File: src/design/ubg_pkg.sv
// constants, field layouts and carrier types for the uart baud and fifo interrupt block
// How it works
// - divide input clock by 16-bit divisor
// - divided output is sixteen times baud
// - divisor kept in two byte latches
// - divisor latch write reloads counter at once
// - divisor zero divides by three
// - divisor one inverts the input clock
// - divisor two gives half rate, even duty
// - divisor three up: low two, high rest
// - high-speed codes give 230400 and 460800 baud
// - receive interrupts need enable bit; timeout also needs fifo
// - data-available follows fill against trigger level
// - line status outranks data available
// - data ready while receive fifo non-empty
// - timeout after four idle character times
// - timeout counted in baud-derived character times
// - one read clears active timeout and timer
// - read, or arrival with no timeout pending, restarts idle timer
// - holding-empty interrupt, cleared by write or ident
// - first empty delayed one character minus stop
// - fifo enable change raises transmit interrupt
// - timeout ranks below line status, above data available
package ubg_pkg;
    // fifo geometry
    localparam int unsigned FIFO_DEPTH = 16;
    localparam int unsigned PTR_W = 4;
    localparam int unsigned CNT_W = 5;
    localparam logic [CNT_W-1:0] FIFO_FULL = 5'h10;
    // register indices; byte address is four times the index
    localparam logic [2:0] IDX_DATA = 3'h0;
    localparam logic [2:0] IDX_IER = 3'h1;
    localparam logic [2:0] IDX_IIR = 3'h2;
    localparam logic [2:0] IDX_LCR = 3'h3;
    localparam logic [2:0] IDX_LSR = 3'h5;
    localparam logic [2:0] IDX_SCR = 3'h7;
    localparam int unsigned ADDR_W = 12;
    localparam int unsigned IDX_LSB = 2;
    localparam int unsigned IDX_MSB = 4;
    // enable register bits
    localparam int unsigned IER_RDA = 0;
    localparam int unsigned IER_THR = 1;
    localparam int unsigned IER_LS = 2;
    // fifo control bits
    localparam int unsigned FCR_EN = 0;
    localparam int unsigned FCR_RXCLR = 1;
    localparam int unsigned FCR_TXCLR = 2;
    localparam int unsigned FCR_TRIG_LSB = 6;
    // line control bits
    localparam int unsigned LCR_STOP = 2;
    localparam int unsigned LCR_PAR = 3;
    localparam int unsigned LCR_DIVISOR_ACCESS_BIT = 7;
    // identification codes
    localparam logic [7:0] IIR_NONE = 8'h01;
    localparam logic [7:0] IIR_LS = 8'h06;
    localparam logic [7:0] IIR_RDA = 8'h04;
    localparam logic [7:0] IIR_TOUT = 8'h0C;
    localparam logic [7:0] IIR_THR = 8'h02;
    localparam logic [7:0] IIR_FIFO_ON = 8'hC0;
    // receive trigger levels
    localparam logic [CNT_W-1:0] TRIG_1 = 5'h01;
    localparam logic [CNT_W-1:0] TRIG_4 = 5'h04;
    localparam logic [CNT_W-1:0] TRIG_8 = 5'h08;
    localparam logic [CNT_W-1:0] TRIG_14 = 5'h0E;
    // baud generator
    localparam logic [15:0] DIV_ZERO_PERIOD = 16'h0003;
    localparam logic [15:0] DIV_HS_X2 = 16'h8002;
    localparam logic [15:0] DIV_HS_X4 = 16'h8001;
    localparam logic [1:0] REF_LAST = 2'h3;
    // character timing: ticks per bit and timeout length
    localparam logic [3:0] FRAME_FIXED = 4'h7;
    localparam int unsigned BIT_SHIFT = 4;
    localparam int unsigned TOUT_SHIFT = 6;
    // transmit empty tracker
    typedef enum logic [1:0] {
        TXE_BUSY = 2'b00,
        TXE_WAIT = 2'b01,
        TXE_EMPTY = 2'b10
    } ubg_txe_e;
    // character handed over by the receive shifter
    typedef struct packed {
        logic brk;
        logic frame_err;
        logic par_err;
        logic [7:0] data;
    } ubg_rx_char_s;
endpackage

File: src/design/ubg_uart.sv
// uart baud generator, fifos and fifo-mode interrupt logic behind an apb slave
`timescale 1ns/1ns
module ubg_uart (
    // clock, reset, enable
    input wire logic pclk,
    input wire logic presetn,
    input wire logic ce,
    // apb slave
    input wire logic psel,
    input wire logic penable,
    input wire logic pwrite,
    input wire logic [ubg_pkg::ADDR_W-1:0] paddr,
    input wire logic [31:0] pwdata,
    output logic [31:0] prdata,
    output logic pready,
    output logic pslverr,
    // high-speed bit from the configuration space
    input wire logic hs_mode,
    // receive shifter side
    input wire logic rx_push,
    input wire ubg_pkg::ubg_rx_char_s rx_char,
    output logic rx_full_q,
    // transmit shifter side
    output logic tx_valid_q,
    output logic [7:0] tx_data_q,
    input wire logic tx_take,
    input wire logic tx_idle,
    // baud clock
    output logic baud16_q,
    output logic baud_tick_q,
    // interrupt request
    output logic irq_q
);
    import ubg_pkg::*;

    // software registers
    logic [7:0] dll_q, dlh_q, ier_q, lcr_q, scr_q;
    logic fifo_en_q;
    logic [1:0] trig_sel_q;
    // apb response flops
    logic pready_q, pslverr_q;
    logic [31:0] prdata_q;
    logic [31:0] rdata_c;
    // fifo storage and pointers
    ubg_rx_char_s rx_mem [FIFO_DEPTH];
    logic [7:0] tx_mem [FIFO_DEPTH];
    logic [PTR_W-1:0] rx_wr_q, rx_rd_q, tx_wr_q, tx_rd_q, tx_rd_d;
    logic [CNT_W-1:0] rx_cnt_q, tx_cnt_q, tx_cnt_d;
    // line status error flags {bi, fe, pe, oe}
    logic [3:0] ls_err_q;
    // baud generator state
    logic [15:0] cnt_q, period;
    logic [1:0] ref_q;
    logic in_en;
    // timeout and transmit empty tracking
    logic [9:0] tout_cnt_q, tout_lim;
    logic tout_q;
    ubg_txe_e txe_q;
    logic [8:0] txd_cnt_q, txd_lim;
    logic two_seen_q, thr_int_q;
    logic [CNT_W-1:0] trig;
    logic [3:0] char_bits;
    logic [7:0] iir_c;

    assign prdata = prdata_q;
    assign pready = pready_q;
    assign pslverr = pslverr_q;

    // bus decode; effects happen only at the edge that sees pready high
    wire setup_acc = psel & penable & ~pready_q;
    wire done = psel & penable & pready_q;
    wire [2:0] idx = paddr[IDX_MSB:IDX_LSB];
    wire mapped = (paddr[ADDR_W-1:IDX_MSB+1] == '0) && (paddr[IDX_LSB-1:0] == '0);
    wire wr = ce & done & pwrite & mapped;
    wire rd = ce & done & ~pwrite & mapped;
    wire divisor_access_bit = lcr_q[LCR_DIVISOR_ACCESS_BIT];
    wire wr_dll = wr && idx == IDX_DATA && divisor_access_bit;
    wire wr_dlh = wr && idx == IDX_IER && divisor_access_bit;
    wire wr_thr = wr && idx == IDX_DATA && !divisor_access_bit;
    wire wr_ier = wr && idx == IDX_IER && !divisor_access_bit;
    wire wr_fcr = wr && idx == IDX_IIR;
    wire rd_rbr = rd && idx == IDX_DATA && !divisor_access_bit;
    wire rd_iir = rd && idx == IDX_IIR;
    wire rd_lsr = rd && idx == IDX_LSR;

    // fifo control side effects; toggling the enable flushes both fifos
    wire fen_chg = wr_fcr && (pwdata[FCR_EN] != fifo_en_q);
    wire rx_clr = wr_fcr && (pwdata[FCR_RXCLR] || fen_chg);
    wire tx_clr = wr_fcr && (pwdata[FCR_TXCLR] || fen_chg);
    wire rx_ok = ce & rx_push & ~rx_clr & (rx_cnt_q != FIFO_FULL);
    wire rx_ovr = ce & rx_push & ~rx_clr & (rx_cnt_q == FIFO_FULL);
    wire rx_pop = rd_rbr && rx_cnt_q != '0 && !rx_clr;
    wire tx_ok = wr_thr && tx_cnt_q != FIFO_FULL && !tx_clr;
    wire tx_pop = ce & tx_take & tx_valid_q & ~tx_clr;

    // software register writes
    always_ff @(posedge pclk or negedge presetn) begin
        if (!presetn) begin
            dll_q <= 8'h00;
            dlh_q <= 8'h00;
            ier_q <= 8'h00;
            lcr_q <= 8'h00;
            scr_q <= 8'h00;
            fifo_en_q <= 1'b0;
            trig_sel_q <= 2'h0;
        end else begin
            if (wr_dll) begin
                dll_q <= pwdata[7:0];
            end
            if (wr_dlh) begin
                dlh_q <= pwdata[7:0];
            end
            // upper nibble of the enable register reads as zero
            if (wr_ier) begin
                ier_q <= {4'h0, pwdata[3:0]};
            end
            if (wr && idx == IDX_LCR) begin
                lcr_q <= pwdata[7:0];
            end
            if (wr && idx == IDX_SCR) begin
                scr_q <= pwdata[7:0];
            end
            if (wr_fcr) begin
                fifo_en_q <= pwdata[FCR_EN];
                trig_sel_q <= pwdata[FCR_TRIG_LSB+1:FCR_TRIG_LSB];
            end
        end
    end

    // read mux, sampled one cycle before the completing edge
    always_comb begin
        rdata_c = 32'h0000_0000;
        if (idx == IDX_DATA && divisor_access_bit) begin
            rdata_c[7:0] = dll_q;
        end else if (idx == IDX_DATA) begin
            rdata_c[7:0] = rx_mem[rx_rd_q].data;
        end else if (idx == IDX_IER && divisor_access_bit) begin
            rdata_c[7:0] = dlh_q;
        end else if (idx == IDX_IER) begin
            rdata_c[7:0] = ier_q;
        end else if (idx == IDX_IIR) begin
            rdata_c[7:0] = iir_c;
        end else if (idx == IDX_LCR) begin
            rdata_c[7:0] = lcr_q;
        end else if (idx == IDX_LSR) begin
            // data ready means fifo not empty
            rdata_c[7:0] = {fifo_en_q & (|ls_err_q[3:1]), tx_cnt_q == '0 && tx_idle,
                            txe_q == TXE_EMPTY, ls_err_q, rx_cnt_q != '0};
        end else if (idx == IDX_SCR) begin
            rdata_c[7:0] = scr_q;
        end
    end

    // apb answer: one wait state, error for addresses outside the block
    always_ff @(posedge pclk or negedge presetn) begin
        if (!presetn) begin
            pready_q <= 1'b0;
            pslverr_q <= 1'b0;
            prdata_q <= 32'h0000_0000;
        end else if (ce) begin
            pready_q <= setup_acc;
            if (setup_acc) begin
                pslverr_q <= ~mapped;
                prdata_q <= mapped ? rdata_c : 32'h0000_0000;
            end else begin
                pslverr_q <= 1'b0;
            end
        end
    end

    // receive fifo; an overrun drops the incoming character
    always_ff @(posedge pclk or negedge presetn) begin
        if (!presetn) begin
            rx_wr_q <= '0;
            rx_rd_q <= '0;
            rx_cnt_q <= '0;
            rx_full_q <= 1'b0;
        end else if (ce) begin
            if (rx_clr) begin
                rx_wr_q <= '0;
                rx_rd_q <= '0;
                rx_cnt_q <= '0;
                rx_full_q <= 1'b0;
            end else begin
                if (rx_ok) begin
                    rx_mem[rx_wr_q] <= rx_char;
                    rx_wr_q <= rx_wr_q + 1'b1;
                end
                if (rx_pop) begin
                    rx_rd_q <= rx_rd_q + 1'b1;
                end
                rx_cnt_q <= rx_cnt_q + CNT_W'(rx_ok) - CNT_W'(rx_pop);
                rx_full_q <= (rx_cnt_q + CNT_W'(rx_ok) - CNT_W'(rx_pop)) == FIFO_FULL;
            end
        end
    end

    // line status flags; a new error wins over the clearing read
    always_ff @(posedge pclk or negedge presetn) begin
        if (!presetn) begin
            ls_err_q <= 4'h0;
        end else if (ce) begin
            ls_err_q <= (rd_lsr ? 4'h0 : ls_err_q)
                        | {rx_ok & rx_char.brk, rx_ok & rx_char.frame_err,
                           rx_ok & rx_char.par_err, rx_ovr};
        end
    end

    // transmit fifo next state; head data is pre-fetched so the output is a flop
    always_comb begin
        tx_rd_d = tx_rd_q + PTR_W'(tx_pop);
        tx_cnt_d = tx_cnt_q + CNT_W'(tx_ok) - CNT_W'(tx_pop);
        if (tx_clr) begin
            tx_rd_d = '0;
            tx_cnt_d = '0;
        end
    end

    // transmit fifo storage and shifter handshake
    always_ff @(posedge pclk or negedge presetn) begin
        if (!presetn) begin
            tx_wr_q <= '0;
            tx_rd_q <= '0;
            tx_cnt_q <= '0;
            tx_valid_q <= 1'b0;
            tx_data_q <= 8'h00;
        end else if (ce) begin
            if (tx_ok) begin
                tx_mem[tx_wr_q] <= pwdata[7:0];
            end
            tx_wr_q <= tx_clr ? '0 : tx_wr_q + PTR_W'(tx_ok);
            tx_rd_q <= tx_rd_d;
            tx_cnt_q <= tx_cnt_d;
            tx_valid_q <= tx_cnt_d != '0;
            // a byte written into the slot about to be shown bypasses the array
            tx_data_q <= (tx_ok && tx_wr_q == tx_rd_d) ? pwdata[7:0] : tx_mem[tx_rd_d];
        end
    end

    // effective period and reference rate of the generator
    wire [15:0] div = {dlh_q, dll_q};
    wire hs_x2 = hs_mode && div == DIV_HS_X2;
    wire hs_x4 = hs_mode && div == DIV_HS_X4;
    always_comb begin
        period = (div == '0) ? DIV_ZERO_PERIOD : div;
        // high-speed codes run period one faster
        if (hs_x2 || hs_x4) begin
            period = 16'h0001;
        end
        // input oscillator is pclk over four; pclk over two for the x2 code, pclk itself for the x4 code
        in_en = (ref_q == REF_LAST);
        if (hs_x2) begin
            in_en = ref_q[0];
        end else if (hs_x4) begin
            in_en = 1'b1;
        end
    end

    // reference prescaler feeding the generator
    always_ff @(posedge pclk or negedge presetn) begin
        if (!presetn) begin
            ref_q <= 2'h0;
        end else if (ce) begin
            ref_q <= ref_q + 2'h1;
        end
    end

    // divisor counter and 16x baud output shaping
    wire div_load = wr_dll | wr_dlh;
    wire [15:0] cnt_nx = (cnt_q == '0) ? period - 16'h0001 : cnt_q - 16'h0001;
    always_ff @(posedge pclk or negedge presetn) begin
        if (!presetn) begin
            cnt_q <= 16'h0000;
            baud16_q <= 1'b1;
            baud_tick_q <= 1'b0;
        end else if (ce) begin
            baud_tick_q <= 1'b0;
            if (div_load) begin
                cnt_q <= 16'h0000;
                baud16_q <= 1'b1;
            end else if (in_en) begin
                cnt_q <= cnt_nx;
                baud_tick_q <= cnt_q == '0;
                if (period == 16'h0001) begin
                    baud16_q <= ~baud16_q;
                end else if (period == 16'h0002) begin
                    baud16_q <= cnt_nx[0];
                end else begin
                    baud16_q <= cnt_nx < period - 16'h0002;
                end
            end
        end
    end

    // character length in bits: start, data, parity, stop
    assign char_bits = FRAME_FIXED + {2'b00, lcr_q[1:0]} + {3'b000, lcr_q[LCR_PAR]}
                       + {3'b000, lcr_q[LCR_STOP]};
    assign tout_lim = 10'(char_bits) << TOUT_SHIFT;
    assign txd_lim = 9'(char_bits - 4'h1) << BIT_SHIFT;

    // receive idle timer
    always_ff @(posedge pclk or negedge presetn) begin
        if (!presetn) begin
            tout_cnt_q <= 10'h000;
            tout_q <= 1'b0;
        end else if (ce) begin
            if (rx_clr || (rx_cnt_q == '0 && !rx_ok)) begin
                tout_cnt_q <= 10'h000;
                tout_q <= 1'b0;
            end else if (rx_pop) begin
                tout_cnt_q <= 10'h000;
                tout_q <= 1'b0;
            end else if (rx_ok && !tout_q) begin
                tout_cnt_q <= 10'h000;
            end else if (baud_tick_q && !tout_q) begin
                if (tout_cnt_q >= tout_lim - 10'h001) begin
                    tout_q <= 1'b1;
                end else begin
                    tout_cnt_q <= tout_cnt_q + 10'h001;
                end
            end
        end
    end

    // transmit empty tracker: the first empty after a lone byte is held back
    wire txe_enter = (txe_q == TXE_WAIT) && baud_tick_q && txd_cnt_q >= txd_lim;
    always_ff @(posedge pclk or negedge presetn) begin
        if (!presetn) begin
            txe_q <= TXE_EMPTY;
            txd_cnt_q <= 9'h000;
            two_seen_q <= 1'b0;
        end else if (ce) begin
            if (tx_cnt_q >= CNT_W'(2)) begin
                two_seen_q <= 1'b1;
            end
            case (txe_q)
                TXE_BUSY: begin
                    if (tx_cnt_d == '0) begin
                        // delay when fifo never held two
                        txe_q <= (two_seen_q || tx_clr) ? TXE_EMPTY : TXE_WAIT;
                        two_seen_q <= 1'b0;
                        txd_cnt_q <= 9'h000;
                    end
                end
                TXE_WAIT: begin
                    if (tx_cnt_d != '0) begin
                        txe_q <= TXE_BUSY;
                    end else if (txe_enter) begin
                        txe_q <= TXE_EMPTY;
                    end else if (baud_tick_q) begin
                        txd_cnt_q <= txd_cnt_q + 9'h001;
                    end
                end
                TXE_EMPTY: begin
                    if (tx_cnt_d != '0) begin
                        txe_q <= TXE_BUSY;
                    end
                end
                default: begin
                    txe_q <= TXE_EMPTY;
                end
            endcase
        end
    end

    // holding-empty interrupt flag; any set beats a same-cycle clear
    wire thr_en = ier_q[IER_THR];
    wire go_empty = txe_enter || (txe_q == TXE_BUSY && tx_cnt_d == '0 && (two_seen_q || tx_clr));
    wire ier_rise = wr_ier && pwdata[IER_THR] && !thr_en && txe_q == TXE_EMPTY;
    wire thr_set = (thr_en && (go_empty || fen_chg)) || ier_rise;
    wire thr_clr = wr_thr || (rd_iir && prdata_q[3:0] == IIR_THR[3:0])
                   || (wr_ier && !pwdata[IER_THR]);
    always_ff @(posedge pclk or negedge presetn) begin
        if (!presetn) begin
            thr_int_q <= 1'b0;
        end else if (ce) begin
            if (thr_set) begin
                thr_int_q <= 1'b1;
            end else if (thr_clr) begin
                thr_int_q <= 1'b0;
            end
        end
    end

    // trigger level from the fifo control field; without fifo one byte triggers
    always_comb begin
        trig = TRIG_1;
        if (fifo_en_q) begin
            case (trig_sel_q)
                2'h1: trig = TRIG_4;
                2'h2: trig = TRIG_8;
                2'h3: trig = TRIG_14;
                default: trig = TRIG_1;
            endcase
        end
    end

    wire rx_ie = ier_q[IER_RDA];
    wire rda = rx_ie && rx_cnt_q >= trig;
    wire toi = rx_ie && fifo_en_q && tout_q;
    wire lsi = ier_q[IER_LS] && (|ls_err_q);

    // interrupt identification by priority
    always_comb begin
        if (lsi) begin
            iir_c = IIR_LS;
        end else if (toi) begin
            iir_c = IIR_TOUT;
        end else if (rda) begin
            iir_c = IIR_RDA;
        end else if (thr_int_q) begin
            iir_c = IIR_THR;
        end else begin
            iir_c = IIR_NONE;
        end
        if (fifo_en_q) begin
            iir_c = iir_c | IIR_FIFO_ON;
        end
    end

    // registered interrupt request
    always_ff @(posedge pclk or negedge presetn) begin
        if (!presetn) begin
            irq_q <= 1'b0;
        end else if (ce) begin
            irq_q <= ~iir_c[0];
        end
    end
endmodule

File: config.mk
export PLATFORM = sky130hd
export DESIGN_NAME = ubg_uart
export DESIGN_NICKNAME = d
export VERILOG_FILES = /design/src/design/ubg_pkg.sv /design/src/design/ubg_uart.sv
export SDC_FILE = /design/constraint.sdc
export NUM_CORES = 1
export LEC_CHECK = 0
export BUFFER_PORTS_ARGS = -buffer_cell sky130_fd_sc_hd__buf_2
export CAP_MARGIN = 30
export CORE_MARGIN = 2
export CORE_UTILIZATION = 35
export CTS_BUF_LIST = sky130_fd_sc_hd__clkbuf_4 sky130_fd_sc_hd__clkbuf_8
export DETAILED_ROUTE_END_ITERATION = 10
export GPL_ROUTABILITY_DRIVEN = 0
export PLACE_DENSITY = 0.49
export SLEW_MARGIN = 20
export SYNTH_ARGS = -nofsm -noshare
export SYNTH_HDL_FRONTEND = slang
export SYNTH_SLANG_ARGS = --single-unit
File: constraint.sdc
create_clock -name pclk -period 5.9 [get_ports pclk]
set_input_delay 0.885 -clock pclk [delete_from_list [all_inputs] [get_ports pclk]]
set_output_delay 0.885 -clock pclk [all_outputs]
set_load 0.01 [all_outputs]
# After elaboration in Yosys (flattened, before gate mapping)
# Memories as Yosys holds them, arrays and structs flattened.
# Index checks and enable logic that the tools add are counted.
[word_totals]
ff_bits = 158
ramBits = 304
output_inout_bits = 47
word_cells = 282
n_memories = 2
[op_classes]
add_sub_neg = 19
order_cmp = 5
n_eq_ne = 30
muxes = 74
bitwise = 28
reduce_logical = 93
[memory_table]
columns = ["name", "words", "width", "rd", "rd_clocked_by_memory_dff", "wr", "line_no", "rtl"]
rows = [
  ["rx_mem", 16, 11, 1, 0, 1, "ubg_uart.sv:45", "ubg_rx_char_s rx_mem [FIFO_DEPTH];"],
  ["tx_mem", 16, 8, 1, 0, 1, "ubg_uart.sv:46", "logic [7:0] tx_mem [FIFO_DEPTH];"],
]
[ops]
columns = ["cell", "count"]
rows = [
  ["$mux W8", 11],
  ["$mux W16", 5],
  ["$mux W10", 5],
  ["$logic_and A1 B1 Y1", 46],
  ["$mux W4", 10],
  ["$mux W9", 4],
  ["$eq A16 B16 Y1 const B", 2],
  ["$logic_not A16 Y1", 2],
  ["$sub A16 B1 Y16 const B", 2],
  ["$mux W1", 27],
  ["$and A1 B1 Y1", 19],
  ["$pmux W9 S2", 1],
  ["$add A4 B1 Y4", 4],
  ["$eq A16 B1 Y1 const B", 1],
  ["$eq A16 B2 Y1 const B", 1],
  ["$lt A16 B16 Y1", 1],
  ["$sub A16 B2 Y16 const B", 1],
  ["$logic_not A5 Y1", 3],
  ["$mux W2", 6],
  ["$pmux W4 S3", 1],
  ["$add A10 B1 Y10 const B", 1],
  ["$add A5 B1 Y5", 2],
  ["$eq A5 B5 Y1 const B", 2],
  ["$ge A10 B10 Y1", 1],
  ["other kinds (43)", 91],
]

# Logic depth before layout (Yosys ltp)
[depth]
depth_word = 23
depth_mapped = 21
depth_no_buf = 18

# Least setup slack after synthesis
# OpenSTA, ideal clock, no wires.
[synth_path]
path_kind = "input -> register"
start = "in paddr[3] (netlist name)"
end = "reg txd_cnt_q[7]"
setup_ns = 0.079
t_arrival_ns = 5.010
required_ns = 5.821
setup_slack_ns = 0.811
path_stages = 19
cell_sequence = "clkbuf_1 -> nor3b_1 -> nand4_1 -> nor2_1 -> clkbuf_1 -> nor2_1 -> ha_1 -> inv_1 -> ha_1 -> inv_1 -> fa_1 -> o21bai_1 -> a21oi_1 -> xnor2_1 -> and4_1 -> o21ai_0 -> clkbuf_1 -> nor4_1 -> mux2i_1"
[synth_between]
elab_chain_cells = 13
elab_cells_between_ends = 21
cone_classes = "add/sub (2); eq/ne (3); mux (1); bitwise (2); reduce/logical (13)"
[synth_lines]
columns = ["element", "line_no", "rtl"]
rows = [
  ["from (decl)", "ubg_uart.sv:12", "input wire logic [ubg_pkg::ADDR_W-1:0] paddr,"],
  ["$eq A3 B2 Y1", "ubg_uart.sv:81", "wire wr_fcr = wr && idx == IDX_IIR;"],
  ["$logic_and A1 B1 Y1", "ubg_uart.sv:81", ""],
  ["$logic_and A1 B1 Y1", "ubg_uart.sv:87", "wire fen_chg = wr_fcr && (pwdata[FCR_EN] != fifo_en_q);"],
  ["$logic_or A1 B1 Y1", "ubg_uart.sv:89", "wire tx_clr = wr_fcr && (pwdata[FCR_TXCLR] || fen_chg);"],
  ["$logic_and A1 B1 Y1", "ubg_uart.sv:89", ""],
  ["$logic_not A1 Y1", "ubg_uart.sv:93", "wire tx_ok = wr_thr && tx_cnt_q != FIFO_FULL && !tx_clr;"],
  ["$logic_and A1 B1 Y1", "ubg_uart.sv:93", ""],
  ["$add A5 B1 Y5", "ubg_uart.sv:212", "tx_cnt_d = tx_cnt_q + CNT_W'(tx_ok) - CNT_W'(tx_pop);"],
  ["$sub A5 B1 Y5", "ubg_uart.sv:212", ""],
  ["$mux W5 (*)", "ubg_uart.sv:213", "if (tx_clr) begin"],
  ["$reduce_bool A5 Y1 / $logic_not A5 Y1 (equally long branches)", "ubg_uart.sv:346, ubg_uart.sv:338", ""],
  ["$ne A2 B2 Y1 (no source line)", "--", ""],
  ["$reduce_and A6 Y1 (no source line) (*)", "--", ""],
  ["to (signal assigned)", "ubg_uart.sv:351", "txd_cnt_q <= txd_cnt_q + 9'h001;"],
  ["to (decl)", "ubg_uart.sv:59", "logic [8:0] txd_cnt_q, txd_lim;"],
]
# Mark *: on every way between the ends. The rest lies on a longest branch, timed or not.
# A chain may end at the register's enable or synchronous reset.

# Worst setup path in the final report
[layout_path]
start = "reg dll_q[3]"
end = "reg baud16_q"
[layout_between]
elab_chain_cells = 11
elab_cells_between_ends = 22
cone_classes = "add/sub (2); order compare (1); eq/ne (4); mux (9); reduce/logical (6)"
[layout_lines]
columns = ["element", "line_no", "rtl"]
rows = [
  ["from (decl)", "ubg_uart.sv:37", "logic [7:0] dll_q, dlh_q, ier_q, lcr_q, scr_q;"],
  ["from (signal assigned)", "ubg_uart.sv:108", "dll_q <= pwdata[7:0];"],
  ["$eq A16 B16 Y1, on equally long branches", "ubg_uart.sv:242, ubg_uart.sv:243", ""],
  ["$logic_and A1 B1 Y1, on equally long branches", "ubg_uart.sv:242, ubg_uart.sv:243", ""],
  ["$logic_or A1 B1 Y1", "ubg_uart.sv:247", "if (hs_x2 || hs_x4) begin"],
  ["$mux W16", "ubg_uart.sv:247", ""],
  ["$sub A16 B1 Y16", "ubg_uart.sv:270", "wire [15:0] cnt_nx = (cnt_q == '0) ? period - 16'h0001 : cnt_q - 16'h0001;"],
  ["$mux W16", "ubg_uart.sv:270", ""],
  ["$lt A16 B16 Y1", "ubg_uart.sv:289", "baud16_q <= cnt_nx < period - 16'h0002;"],
  ["$mux W1", "ubg_uart.sv:286", "end else if (period == 16'h0002) begin"],
  ["$mux W1", "ubg_uart.sv:284", "if (period == 16'h0001) begin"],
  ["$mux W1", "ubg_uart.sv:281", "end else if (in_en) begin"],
  ["$mux W1", "ubg_uart.sv:278", "if (div_load) begin"],
  ["to (signal assigned)", "ubg_uart.sv:285", "baud16_q <= ~baud16_q;"],
  ["to (signal assigned)", "ubg_uart.sv:287", "baud16_q <= cnt_nx[0];"],
  ["to (signal assigned)", "ubg_uart.sv:289", ""],
  ["to (decl)", "ubg_uart.sv:29", "output logic baud16_q,"],
]
# Several ways; a longest one is shown, not always the timed one. The select of a mux whose other input is x is not followed.

==> metrics.txt <==
# TYPE chip_impl_metric gauge
chip_impl_metric{name="hold_violations",unit=""} 0
chip_impl_metric{name="num_io_pins",unit=""} 112
chip_impl_metric{name="vdd.ir_drop.worst",unit="mV"} 0.177
chip_impl_metric{name="worst_path_required_time",unit="ns"} 6.47
chip_impl_info{name="rsz0062_at_grt",value="false"} 1
chip_impl_info{name="cts_tree",value="yes"} 1
chip_impl_metric{name="drive_above_1_share",unit=""} 0.194
chip_impl_metric{name="detailed_place_hpwl",unit="mm"} 34.6
chip_impl_metric{name="worstPathArrival",unit="ns"} 5.99
chip_impl_metric{name="placeableCoreArea",unit="um^2"} 54800
chip_impl_metric{name="grt_remaining_overflow",unit=""} 0
chip_impl_metric{name="post_drt_wl_per_cell",unit="um"} 20.9
chip_impl_metric{name="timing.critical_path.slowest_cell_delay",unit="ns"} 0.59
chip_impl_metric{name="wl_met3",unit="mm"} 2.11
chip_impl_info{name="crit_type",value="flip-flop to flip-flop"} 1
chip_impl_metric{name="nets",unit=""} 1794
chip_impl_metric{name="vias_in_the_first_global_route",unit=""} 13000
chip_impl_metric{name="tritoncts_num_sinks",unit=""} 390
chip_impl_metric{name="final_wirelength",unit="mm"} 50.6
chip_impl_metric{name="pin_count_of_the_biggest_net_entering_global_routing",unit=""} 53
chip_impl_info{name="slowest_stage",value="or4_4"} 1
chip_impl_metric{name="worst-path-buf-inv",unit=""} 0
chip_impl_metric{name="yosysWarnings",unit=""} 0
chip_impl_metric{name="proportion_of_netlist_area_held_by_the_largest_area_contributor",unit=""} 0.399
chip_impl_metric{name="route.antenna.remaining_nets",unit=""} 0
chip_impl_metric{name="timing.final.setup_violations",unit=""} 0
chip_impl_metric{name="number_of_enable_type_register_cells_in_the_synthesized_netlist",unit=""} 256
chip_impl_info{name="final_common_cell",value="edfxtp_1"} 1
chip_impl_info{name="setup.worst_path.end_class",value="flip-flop"} 1
chip_impl_info{name="holdCritPathClass",value="input port to async pin"} 1
chip_impl_metric{name="grt_first_pass_wirelength",unit="mm"} 78.7
chip_impl_info{name="worstPathCellList",value="or4_4 -> or3_1 -> o41ai_1 -> o31a_1 -> ha_1 -> or3b_1 -> or4_1 -> or4_1 -> a21oi_1 -> xnor2_1 -> a21oi_1 -> ha_1 -> a21o_1 -> a21o_1 -> a21oi_1 -> o211ai_1 -> a21oi_1 -> o32a_1"} 1
chip_impl_metric{name="layout_min_cycle_time",unit="ns"} 5.42
chip_impl_metric{name="timing.final.crit_share",unit=""} 0.918
chip_impl_info{name="synth_area_leaders",value="edfxtp_1 40%, dfrtp_1 17%, ha_1 4.4%"} 1
chip_impl_metric{name="clkSlewWorstSetupHoldPaths",unit="ns"} 0.06
chip_impl_info{name="status",value="completed"} 1
chip_impl_metric{name="syn_area",unit="um^2"} 19300
chip_impl_info{name="kind_of_start_point_of_the_critical_path",value="flip-flop"} 1
chip_impl_metric{name="dr_wl_met2",unit="mm"} 24.2
chip_impl_metric{name="drc_errors",unit=""} 0
chip_impl_metric{name="wl_met1",unit="mm"} 23.0
chip_impl_metric{name="final_max_slew_viols",unit=""} 0
chip_impl_metric{name="pwr_density_cell",unit="nW/um^2"} 385
chip_impl_metric{name="synth_sequential_area_ratio",unit=""} 0.573
chip_impl_metric{name="number_of_port_buffers",unit=""} 63
chip_impl_metric{name="clock_latency_reported_for_the_late_side_of_the_worst_skew_pair",unit="ns"} 0.65
chip_impl_metric{name="floorplan.initialDensity",unit=""} 0.352
chip_impl_info{name="category_of_cells_accounting_for_the_largest_share_of_critical_path_delay",value="simple AND/OR/NAND/NOR gates"} 1
chip_impl_metric{name="cts_setup_buffers",unit=""} 0
chip_impl_metric{name="drt_iter0_drc",unit=""} 865
chip_impl_metric{name="post-route-util",unit=""} 0.399
chip_impl_info{name="commonest_non_fill_non_tap_cells_in_the_layout",value="256 x edfxtp_1, 131 x dfrtp_1, 116 x nor2_1"} 1
chip_impl_metric{name="cp_max_fo",unit=""} 8
chip_impl_metric{name="floorplan.die_area",unit="um^2"} 57000
chip_impl_info{name="critical_path.most_common_cell",value="a21oi_1"} 1
chip_impl_metric{name="tightestPinTransition",unit="ns"} 1.00
chip_impl_info{name="synth.largest_area_cell",value="edfxtp_1"} 1
chip_impl_metric{name="rows",unit=""} 86
chip_impl_metric{name="die_w",unit="um"} 239
chip_impl_metric{name="post_cts_hold_buffer_count",unit=""} 0
chip_impl_info{name="synth_flop_cell",value="edfxtp_1"} 1
chip_impl_metric{name="detailedRoute.firstPassIterationCount",unit=""} 5
chip_impl_metric{name="numCtsBuffers",unit=""} 72
chip_impl_metric{name="grt_util_all_layers",unit=""} 0.181
chip_impl_metric{name="final.setup.tns",unit="ns"} 0
chip_impl_info{name="ctsRootBufferMaster",value="clkbuf_8"} 1
chip_impl_metric{name="fin_skew",unit="ns"} 0.0503
chip_impl_info{name="highest_layer",value="met5"} 1
chip_impl_metric{name="ctsLongestPathBuffers",unit=""} 3
chip_impl_metric{name="vias_per_cell",unit=""} 5.25
chip_impl_metric{name="num_vias",unit=""} 12700
chip_impl_metric{name="chipHeight",unit="um"} 239
chip_impl_metric{name="drv.max_cap_violation_count",unit=""} 0
chip_impl_metric{name="power.static_leakage",unit="uW"} 0.00849
chip_impl_metric{name="proportion_of_synthesized_flip_flops_having_asynchronous_set_or_reset",unit=""} 0.344
chip_impl_metric{name="htree_num_levels",unit=""} 3
chip_impl_metric{name="worst_slew_margin_rel",unit=""} 0.332
chip_impl_metric{name="yosys.cell_types.count",unit=""} 83
chip_impl_metric{name="yosys_register_bits",unit=""} 390
chip_impl_metric{name="syn_area_per_cell",unit="um^2"} 12.3
chip_impl_metric{name="area.growth.synth_to_final",unit="%"} 13.3
chip_impl_metric{name="syn-instance-count",unit=""} 1566
chip_impl_metric{name="grt_antenna_before_repair",unit=""} 3
chip_impl_metric{name="clock.fmax",unit="MHz"} 185
chip_impl_metric{name="post_cts.resized_instances",unit=""} 0
==> sequential cells by signal, summed over array words and instances (netlist names), 5 cells and up <==
name,flops
cnt_q,16
dlh_q,8
dll_q,8
lcr_q,8
prdata,8
rx_cnt_q,5
rx_mem,128
scr_q,8
tout_cnt_q,10
tx_cnt_q,5
tx_data_q,8
tx_mem,128
txd_cnt_q,9
==> area by class of cell <==
type | count | area, um^2
antenna | 1 | 2.50
fill | 5166 | 32900
clock inverter | 20 | 198
inverter | 60 | 225
timing repair buffer | 99 | 592
tap | 704 | 881
clock buffer | 110 | 1320
multi-input combinational | 1035 | 7590
sequential | 390 | 11000
==> cells in the mapped netlist, types with 23 or more instances <==
library cell,number
nor3_1,32
xnor2_1,34
mux2i_1,45
o22ai_1,23
dfrtp_1,132
clkbuf_1,53
nand3_1,35
nand2_1,104
inv_1,57
xor2_1,38
nor2_1,117
edfxtp_1,256
mux2_2,54
o21ai_0,58
ha_1,68
buf_4,25
a21oi_1,82
mux4_2,31
==> worst reg2reg max path, stage by stage (launching register included) <==
cell and delay [ns]:
dfrtp_1 0.49, or4_4 0.59, or3_1 0.36, o41ai_1 0.34
o31a_1 0.34, ha_1 0.25, or3b_1 0.43, or4_1 0.46
or4_1 0.47, a21oi_1 0.17, xnor2_1 0.15, a21oi_1 0.12
ha_1 0.33, a21o_1 0.16, a21o_1 0.17, a21oi_1 0.14
o211ai_1 0.10, a21oi_1 0.13, o32a_1 0.15
==> per-layer routing <==
metal	up-vias	GRT usage
met1	6331	0.239
met5	-	0
met4	4	0.0640
li1	6018	-
met2	264	0.296
met3	82	0.0353
==> kinds of logic (layout without fill, tap and decap cells) <==
group / after synthesis / count (layout) / synth area share
buf+inv: 164 / 289 / 0.0391
fa+ha+maj: 71 / 71 / 0.0472
other cells: 1 / 25 / 0.000195
mux: 130 / 130 / 0.0911
flops: 390 / 390 / 0.573
xor+xnor: 72 / 72 / 0.0327
compound gates: 321 / 321 / 0.111
simple gates: 417 / 417 / 0.106
==> stage by stage <==
stage	setup slack [ns]	hold WS (ns)	instances	area [um^2]	power, uW
after floorplan	0.811	0.460	1589	19400	5030
after global placement	0.525	0.475	2285	20300	5690
after detailed placement	0.516	0.487	2286	20300	5740
after CTS	0.443	0.156	2416	21800	8530
after global routing	0.140	0.183	2419	21900	8970
final	0.484	0.190	2419	21900	8420
==> power by group <==
part / switching [uW] / internal, uW
logic: 1440 / 960
registers: 169 / 3110
clock network: 1200 / 1540
==> path summary, 6_finish.rpt <==
path,start,end,slack (ns),cells after the start
max in group asynchronous,presetn,tx_data_q[5]$_DFFE_PN0P_,4.68,2
worst min-delay path,presetn,trig_sel_q[1]$_DFFE_PN0P_,0.19,1
worst max register to register,dll_q[3]$_DFFE_PN0P_,baud16_q$_DFFE_PN1P_,0.48,18
worst min register to register,ref_q[0]$_DFFE_PN0P_,ref_q[0]$_DFFE_PN0P_,0.50,1
min in group pclk,ref_q[0]$_DFFE_PN0P_,ref_q[0]$_DFFE_PN0P_,0.50,1
worst max-delay path,dll_q[3]$_DFFE_PN0P_,baud16_q$_DFFE_PN1P_,0.48,18
No activity file was read; power rests on OpenSTA's default activity.
